`src/ppr_pkg.sv`:
```
/*
  Constants for the parallel port event reporter: register indices, field positions,
  reset values and timing. Assumes a single device clock domain.
*/
package ppr_pkg;
  localparam int          CLK_HZ        = 20_000_000;
  localparam int          DISC_TIME_MS  = 1000;
  localparam int          DISC_CYCLES   = (CLK_HZ / 1000) * DISC_TIME_MS;
  localparam logic [3:0]  REG_EXT_CTRL  = 4'h6;
  localparam logic [3:0]  REG_DEV_CTRL  = 4'h7;
  localparam logic [3:0]  REG_SETUP     = 4'h8;
  localparam int          NUM_LINES     = 6;
  // Line order in the peripheral line vector
  localparam int          LN_ACK        = 0;
  localparam int          LN_BUSY       = 1;
  localparam int          LN_FAULT      = 2;
  localparam int          LN_PERR       = 3;
  localparam int          LN_SEL        = 4;
  localparam int          LN_PLH        = 5;
  // Extended control field positions
  localparam int          EC_ACK_INT    = 4;
  localparam int          EC_FAULT_INT  = 3;
  localparam int          EC_BIN_INT    = 2;
  localparam int          EC_BIN_EMPTY  = 1;
  localparam int          EC_BOUT_EMPTY = 0;
  // Device control field positions
  localparam int          DC_DISC_MASK  = 7;
  localparam int          DC_CHG_MASK   = 6;
  localparam int          DC_BIN_MASK   = 5;
  localparam int          DC_BOUT_MASK  = 4;
  localparam int          DC_FAULT_MASK = 3;
  localparam logic [7:0]  DEV_CTRL_RST  = 8'hFB;
  localparam logic [1:0]  SETUP_RST     = 2'h1;
  localparam int          SU_FILT_EN    = 0;
  localparam int          SU_OVERRIDE   = 1;
  localparam logic [2:0]  MODE_ECP      = 3'h3;
  localparam int          NUM_EVENTS    = 7;
  // Event vector order
  localparam int          EV_ACK        = 0;
  localparam int          EV_EPP_TO     = 1;
  localparam int          EV_FAULT      = 2;
  localparam int          EV_BIN        = 3;
  localparam int          EV_BOUT       = 4;
  localparam int          EV_CHG        = 5;
  localparam int          EV_DISC       = 6;
endpackage

```
`src/parallel_port_event_reporter.sv`:
```
/*
  Event reporter: seven maskable parallel port and data path events, pending status
  cleared by any register read, and input filter selection from bypass_strap, or from the setup register when its override bit is set.
  Assumes a register port with one-cycle read and write strobes, inputs synchronous
  to sys_clk apart from the peripheral lines, which are synchronised here.
*/
module parallel_port_event_reporter
  import ppr_pkg::*;
#(
  parameter int DISC_COUNT = DISC_CYCLES
) (
  // Clock and reset
  input  wire logic                          sys_clk,
  input  wire logic                          resetn,
  // Register port
  input  wire logic [3:0]                    reg_addr,
  input  wire logic                          reg_wr,
  input  wire logic                          reg_rd,
  input  wire logic [7:0]                    reg_wdata,
  output logic      [7:0]                    reg_rdata,
  // Peripheral lines, raw
  input  wire logic [ppr_pkg::NUM_LINES-1:0]  periph_lines,
  input  wire logic                          bypass_strap,
  // Port state from the mode logic
  input  wire logic [2:0]                    port_mode,
  input  wire logic                          ctrl_int_enable,
  input  wire logic                          epp_to_mask,
  input  wire logic                          epp_timeout,
  // Data path status
  input  wire logic                          bulk_in_avail,
  input  wire logic                          bulk_out_empty,
  // Outputs
  output logic                               filter_on,
  output logic      [ppr_pkg::NUM_EVENTS-1:0] int_pending,
  output logic                               int_req
);
  import ppr_pkg::*;

  //////////////////////////////////////////////////////////////////////////////
  typedef struct packed {
    logic [NUM_LINES-1:0]  sync1;
    logic [NUM_LINES-1:0]  sync2;
    logic [NUM_LINES-1:0]  prev;
    logic                  primed;
    logic [4:0]            masks;
    logic [1:0]            setup;
    logic                  ack_st;
    logic                  fault_st;
    logic                  bin_st;
    logic                  bout_prev;
    logic                  fmask_prev;
    logic [31:0]           disc_cnt;
    logic                  disc_fired;
    logic [NUM_EVENTS-1:0] pend;
    logic [7:0]            rdata;
    logic                  filt;
    logic                  req;
  } state_s;

  state_s st_r;
  state_s st_nxt;

  logic [NUM_LINES-1:0]  rise;
  logic [NUM_LINES-1:0]  fall;
  logic [NUM_EVENTS-1:0] ev;
  logic                  fault_mask;
  logic                  disc_cond;
  logic                  disc_timeout;
  logic [NUM_EVENTS-1:0] ev_raw;
  logic [NUM_EVENTS-1:0] ev_allow;
  logic                  wr_dev;
  logic                  wr_setup;
  logic [7:0]            ext_view;
  logic [7:0]            dev_view;
  logic [7:0]            setup_view;

  // Mask field k sits at bit k + MASK_BASE of the device control register
  localparam int MASK_BASE = DC_FAULT_MASK;

  //////////////////////////////////////////////////////////////////////////////
  always_comb begin
    st_nxt = st_r;
    st_nxt.sync1 = periph_lines;
    st_nxt.sync2 = st_r.sync1;
    st_nxt.prev  = st_r.sync2;
    st_nxt.primed = 1'b1;
    // No edges in the first cycle out of reset, before primed is set
    rise = st_r.primed ? (st_r.sync2 & ~st_r.prev) : '0;
    fall = st_r.primed ? (~st_r.sync2 & st_r.prev) : '0;
    fault_mask = st_r.masks[DC_FAULT_MASK-MASK_BASE];

    // Disconnect long-high detector
    disc_cond = ~st_r.sync2[LN_PLH] & st_r.sync2[LN_ACK] & st_r.sync2[LN_BUSY] &
                st_r.sync2[LN_FAULT] & st_r.sync2[LN_PERR] & st_r.sync2[LN_SEL];
    disc_timeout = 1'b0;
    if (!disc_cond) begin
      st_nxt.disc_cnt   = '0;
      st_nxt.disc_fired = 1'b0;
    end else if (!st_r.disc_fired) begin
      if (st_r.disc_cnt >= 32'(DISC_COUNT)) begin
        disc_timeout      = 1'b1;
        st_nxt.disc_fired = 1'b1;
      end else begin
        st_nxt.disc_cnt = st_r.disc_cnt + 32'h1;
      end
    end

    // Raw conditions and enables kept apart, so each mask stands on its own
    ev_raw              = '0;
    ev_raw[EV_ACK]      = rise[LN_ACK];
    ev_raw[EV_EPP_TO]   = epp_timeout;
    ev_raw[EV_FAULT]    = (port_mode == MODE_ECP) &
                          (fall[LN_FAULT] | (st_r.fmask_prev & ~st_r.sync2[LN_FAULT]));
    ev_raw[EV_BIN]      = bulk_in_avail;
    ev_raw[EV_BOUT]     = bulk_out_empty & ~st_r.bout_prev;
    ev_raw[EV_CHG]      = |(rise | fall);
    ev_raw[EV_DISC]     = fall[LN_PLH] | disc_timeout;

    // Only the ack event follows the control enable; time-out has its own mask
    ev_allow            = '0;
    ev_allow[EV_ACK]    = ctrl_int_enable;
    ev_allow[EV_EPP_TO] = ~epp_to_mask;
    ev_allow[EV_FAULT]  = ~fault_mask;
    ev_allow[EV_BIN]    = ~st_r.masks[DC_BIN_MASK-MASK_BASE];
    ev_allow[EV_BOUT]   = ~st_r.masks[DC_BOUT_MASK-MASK_BASE];
    ev_allow[EV_CHG]    = ~st_r.masks[DC_CHG_MASK-MASK_BASE];
    ev_allow[EV_DISC]   = ~st_r.masks[DC_DISC_MASK-MASK_BASE];

    ev = ev_raw & ev_allow;
    st_nxt.bout_prev  = bulk_out_empty;
    st_nxt.fmask_prev = fault_mask;

    // Read clears pending; a same-cycle event still lands
    if (reg_rd) begin
      st_nxt.pend     = ev;
      st_nxt.ack_st   = ev[EV_ACK];
      st_nxt.fault_st = ev[EV_FAULT];
      st_nxt.bin_st   = ev[EV_BIN];
    end else begin
      st_nxt.pend     = st_r.pend | ev;
      st_nxt.ack_st   = st_r.ack_st | ev[EV_ACK];
      st_nxt.fault_st = st_r.fault_st | ev[EV_FAULT];
      st_nxt.bin_st   = st_r.bin_st | ev[EV_BIN];
    end
    st_nxt.req = |st_nxt.pend;

    // Register views, used by the read mux
    ext_view   = {port_mode, st_r.ack_st, st_r.fault_st, st_r.bin_st,
                  ~bulk_in_avail, bulk_out_empty};
    dev_view   = {st_r.masks, 3'h0};
    setup_view = {6'h00, st_r.setup};
    wr_dev     = reg_wr & (reg_addr == REG_DEV_CTRL);
    wr_setup   = reg_wr & (reg_addr == REG_SETUP);

    if (wr_dev) begin
      st_nxt.masks = reg_wdata[DC_DISC_MASK:DC_FAULT_MASK];
    end
    if (wr_setup) begin
      st_nxt.setup = reg_wdata[SU_OVERRIDE:SU_FILT_EN];
    end

    // Read data holds between reads
    st_nxt.rdata = st_r.rdata;
    if (reg_rd) begin
      case (reg_addr)
        REG_EXT_CTRL: begin
          st_nxt.rdata = ext_view;
        end
        REG_DEV_CTRL: begin
          st_nxt.rdata = dev_view;
        end
        REG_SETUP: begin
          st_nxt.rdata = setup_view;
        end
        default: begin
          st_nxt.rdata = 8'h00;
        end
      endcase
    end

    st_nxt.filt = st_r.setup[SU_OVERRIDE] ? st_r.setup[SU_FILT_EN]
                                          : bypass_strap;
  end

  //////////////////////////////////////////////////////////////////////////////
  always_ff @(posedge sys_clk or negedge resetn) begin
    if (!resetn) begin
      // History starts at the idle-high level, so release brings no false edge
      st_r.sync1      <= '1;
      st_r.sync2      <= '1;
      st_r.prev       <= '1;
      st_r.primed     <= 1'b0;
      st_r.masks      <= DEV_CTRL_RST[DC_DISC_MASK:DC_FAULT_MASK];
      st_r.setup      <= SETUP_RST;
      st_r.ack_st     <= 1'b0;
      st_r.fault_st   <= 1'b0;
      st_r.bin_st     <= 1'b0;
      st_r.bout_prev  <= 1'b0;
      st_r.fmask_prev <= 1'b0;
      st_r.disc_cnt   <= '0;
      st_r.disc_fired <= 1'b0;
      st_r.pend       <= '0;
      st_r.rdata      <= 8'h00;
      st_r.filt       <= 1'b1;
      st_r.req        <= 1'b0;
    end else begin
      st_r <= st_nxt;
    end
  end

  assign reg_rdata   = st_r.rdata;
  assign filter_on   = st_r.filt;
  assign int_pending = st_r.pend;
  assign int_req     = st_r.req;
endmodule

```
`config.mk`:
```
export PLATFORM = sky130hd
export DESIGN_NAME = parallel_port_event_reporter
export DESIGN_NICKNAME = d
export VERILOG_FILES = /design/src/ppr_pkg.sv /design/src/parallel_port_event_reporter.sv
export SDC_FILE = /design/constraint.sdc
export NUM_CORES = 1
export LEC_CHECK = 0
export ABC_AREA = 1
export BUFFER_PORTS_ARGS = -buffer_cell sky130_fd_sc_hd__buf_2
export CAP_MARGIN = 20
export CORE_ASPECT_RATIO = 2
export CORE_MARGIN = 3
export CORE_UTILIZATION = 60
export CTS_CLUSTER_DIAMETER = 40
export CTS_CLUSTER_SIZE = 28
export DETAILED_ROUTE_END_ITERATION = 7
export PLACE_DENSITY = 0.79
export REMOVE_ABC_BUFFERS = 1
export SLEW_MARGIN = 15
export SYNTH_ARGS = -nofsm -noshare
export SYNTH_HDL_FRONTEND = slang
export SYNTH_SLANG_ARGS = --single-unit
```
`constraint.sdc`:
```
create_clock -name sys_clk -period 4.5 [get_ports sys_clk]
set_input_delay 0.225 -clock sys_clk [delete_from_list [all_inputs] [get_ports sys_clk]]
set_output_delay 0.225 -clock sys_clk [all_outputs]
set_load 0.01 [all_outputs]
```
-- Yosys cells after proc, flatten, opt, wreduce, memory -nomap -nowiden
Index checks and enable logic that the tools add are counted.
Widths: inputs -> output; s select.
- input port bits: 31
- logic and storage cells: 72
- register bits after elaboration: 81
- output and inout port bits: 17
- order comparisons: 1
- equal/unequal tests: 6
- $add $sub $neg: 1
- multiplexer cells: 12
- reduce and logical (&&, ||, !) cells: 3
- bitwise gates (word level): 32
- operators by type and width (operator ; count):
    $mux 33 ; 2
    $add 32x1->32 const B ; 1
    $ge 32x25->1 const B ; 1
    $mux 32 ; 1
    $pmux 8 s3 ; 1
    $and 6x6->6 ; 2
    $mux 6 ; 2
    $not 6->6 ; 2
    $and 1x1->1 ; 10
    $not 1->1 ; 10
    $eq 4x3->1 const B ; 2
    $and 7x7->7 ; 1
    $mux 7 ; 1
    $or 7x7->7 ; 1
    $reduce_or 7->1 ; 1
    $or 6x6->6 ; 1
    $reduce_or 6->1 ; 1
    $or 1x1->1 ; 5
    $eq 4x4->1 const B ; 1
    $mux 1 ; 4
    $ne 2x2->1 const B ; 2
    $eq 3x2->1 const B ; 1
    $mux 3 ; 1
    $reduce_and 2->1 ; 1

-- Longest topological paths before layout
- depth in word-level cells: 12
- mapped depth: 12
- gate-level depth less buffers: 12

-- Worst setup path before layout
OpenSTA, ideal clock, no wires.
- path kind: register -> register
- from: register st_r[18] in the netlist's numbering
- to: register st_r[38] in the netlist's numbering
- slack: 2971 ps
- data required time: 4381 ps
- period minus slack after synthesis: 1529 ps
- data arrival time: 1410 ps
- buffers on the path: 1
- setup time: 119 ps
- cell stages (with the launch flop): 11
- cells stage by stage: dfrtp_1 ha_1 nand2_1 nor2_2 and2_1 buf_4 nand4_1 nor2_1 nand3_1 nand2_1 nor2_1
- cells in the longest elaborated chain, start to end: 4
- elaborated cells between the ends (all ways): 7
- those cells by class: 1 x add/sub; 1 x order compare; 1 x eq/ne; 3 x mux; 1 x reduce/logical
- RTL lines (item ; RTL line ; source):
    from (decl) ; parallel_port_event_reporter.sv:60 ; state_s st_r;
    from (signal assigned) ; parallel_port_event_reporter.sv:207 ; st_r <= st_nxt;
    $add 32x1->32 ; parallel_port_event_reporter.sv:104 ; st_nxt.disc_cnt = st_r.disc_cnt + 32'h1;
    $mux 32 ; parallel_port_event_reporter.sv:100 ; if (st_r.disc_cnt >= 32'(DISC_COUNT)) begin
    $mux 33 ; parallel_port_event_reporter.sv:99 ; end else if (!st_r.disc_fired) begin
    $mux 33 ; parallel_port_event_reporter.sv:96 ; if (!disc_cond) begin
Several ways; a longest one is shown, not always the timed one. The select of a mux whose other input is x is not followed.
A chain may end at the register's enable or synchronous reset.

-- Worst setup path in the final report
- from: register st_r[19] in the netlist's numbering
- to: register st_r[38] in the netlist's numbering
Same word-level chain as after synthesis.

==> results_dict.tcl <==
set metrics [dict create \
    synth_common_cells "nand2_1 (116), nor2_1 (62), dfrtp_1 (56), inv_1 (54), nand3_1 (32)" \
    dp_worst_setup_slack_ns 2.54 \
    startpoint_type "flop" \
    drtIter0Drc 215 \
    cts.sinks 81 \
    worstSkewPairLatency_ns 0.33 \
    dieArea_um2 7780 \
    clk_path_buf_depth 2 \
    p_leak_nw 2.14 \
    syn_inst 480 \
    worstPathRequired_ns 4.72 \
    synth-edff-count 0 \
    grt_overflow 0 \
    synth.area.top_cells "dfrtp_1 (35%), dfstp_2 (16%), nand2_1 (11%)" \
    crit_family "simple AND/OR/NAND/NOR gates" \
    ys_ff_latch 81 \
    crit_type "reg -> reg" \
    synth_most_common_cell "nand2_1" \
    grt_antenna_before_repair 0 \
    wirelength_mm 9.11 \
    core_area_um2 6410 \
    slowest_stage "dfrtp_1" \
    cts_tree "yes" \
    dr.pass1.iters 4 \
    synth_area_leader_cell "dfrtp_1" \
    end_kind "flop" \
    worst_pin_slew_ns 0.954 \
    irDropWorstVdd_uv 222 \
    portBuffers 46 \
    cp.buffers_inverters 0 \
    synth_flop_cell "dfrtp_1" \
    power.density_cell_area_nw_per_um2 360 \
    vias 3298 \
    utilization_pct 70.9 \
    synthDominantCellAreaShare_pct 34.8 \
    hold_path_class "in -> async" \
    dp_hpwl_mm 6.48 \
    grt_max_degree 82 \
    gp_congestion 0.936 \
    drive_above_1_share_pct 22.6 \
    ys_seq_area_share_pct 51.2 \
    grt_pass1_vias 3428 \
    grt_pass1_wl_mm 15.5 \
    syn_area_per_cell_um2 8.38 \
    dieHeight_um 122 \
    area_delta_synth_final_pct 13.0 \
    start_util_pct 62.7 \
    path_cells "ha_1, nand2_1, nor2_2, and2_1, nand4_1, nor2_1, nand3_1, nand2_1, nor2_1" \
    finalSetupTns_ns 0 \
    synthArstFlopShare_pct 100 \
    cts.clk_slew.worst_paths_ns 0.06 \
    fin_crit_ns 2.02 \
    fin_skew_ns 0.00604 \
    timing.hold.ws_ns 0.0583 \
    worstPathArrival_ns 2.24 \
    h-tree-depth 3 \
    drv_cap 0 \
    setup_viol 0 \
    drcViolationCount 0 \
    slowest_delay_ns 0.37 \
    avgRoutedWirePerCell_um 14.9 \
    nets 554 \
    timing.slew.headroom_pct 36.4 \
    synth_area_um2 4020 \
    drv_slew 0 \
    via_per_inst 5.39 \
    root_buffer "clkbuf_16" \
    rsz0062_at_grt "false" \
    rows 41 \
    dieWidth_um 63.9 \
    cts_setup_buffers 0 \
    yosys_warnings 0 \
    num_antenna_cells 0 \
    fmax_ghz 0.496 \
    netlist-cell-type-count 38 \
    outcome "finished clean" \
    cts-buffers-inserted 9 \
    pin_count 48 \
    ant_nets 0 \
    hold_viol 0 \
    timing.final.ws_setup_ns 2.48 \
    finalCritPeriodShare_pct 44.8 \
    crit_fanout 8 \
    track_usage_pct 25.9 \
]
power by group:
part	switching (mW)	total, mW	leakage (nW)	internal [mW]
clock network	0.285	0.716	0.147	0.431
registers	0.0189	0.804	1.02	0.785
logic	0.0708	0.116	0.971	0.0450
total	0.374	1.64	2.14	1.26
metal layers:
layer / GRT usage [%] / wire, um / up-vias
li1: - / - / 1592
met1: 27.7 / 3330 / 1577
met2: 46.5 / 5010 / 99
met3: 4.61 / 358 / 30
met4: 15.4 / 416 / 0
met5: 0 / 0 / -
timing repair:
action,CTS,global route
resized for setup,0,0
hold endpoints to repair,7,0
hold buffers,7,0
layout make-up:
class                   instances  area (um^2)
well taps                      86          108
flip-flops and latches         81         2060
clock inverters                 6         66.3
clock buffers                  10          229
fillers                       488         1870
repair buffers                 54          310
multi-input cells             315         1540
inverters                      60          233
final timing paths:
check                                     start                      end  slack [ns]  depth (start not counted)
max in group asynchronous                resetn     st_r[46]$_DFFE_PN0P_        3.84                          1
max                        st_r[19]$_DFFE_PN0P_     st_r[38]$_DFFE_PN0P_        2.48                          9
min in group sys_clk               reg_wdata[4]  dev_view[4]$_DFFE_PN1P_        0.13                          3
max reg2reg                st_r[19]$_DFFE_PN0P_     st_r[38]$_DFFE_PN0P_        2.48                          9
min reg2reg                st_nxt[69]$_DFF_PN1_     st_nxt[63]$_DFF_PN1_        0.36                          0
min                                      resetn        int_req$_DFF_PN0_        0.06                          1
per-stage QoR:
step	area (um^2)	std cells	total power [mW]
finish	4550	612	1.64
global route	4550	612	1.71
CTS	4550	612	1.66
detailed placement	4180	589	0.928
global placement	4180	589	0.924
floorplan	3830	456	0.867
placed cells by master (no fill, tap or decap), types with 4 or more instances in the layout:
cell type      netlist  final
nand2_1            116    116
o21ai_0             18     18
o21ai_2              6      6
clkbuf_16            0      9
nor3_1               8      8
dlygate4sd3_1        0      7
nand3_1             32     32
nor2_1              62     62
dfstp_2             25     25
nand4_1             11     11
o22ai_1              8      8
xnor2_1              4      4
xor2_1               4      4
inv_1               54     54
nor2_2               6      6
inv_2                5      5
buf_2                1     45
dfrtp_1             56     56
a21oi_1             16     16
sequential cells by signal, indices dropped and copies added (netlist names):
register	cells
st_r	42
int_req	1
reg_rdata	8
int_pending	7
filter_on	1
st_nxt	12
ext_view	3
setup_view	2
dev_view	5
cells by family after synthesis:
logic type	count (synthesis)	synth area share, %
multiplexers	1	0.280
flip-flops	81	51.2
AO/OA/AOI/OAI	54	8.12
adder cells (fa/ha/maj)	2	0.622
AND/OR/NAND/NOR	249	27.5
XOR/XNOR	8	1.74
other	1	0.0932
buffers and inverters	84	10.5
(Power assumes the default switching activity.)
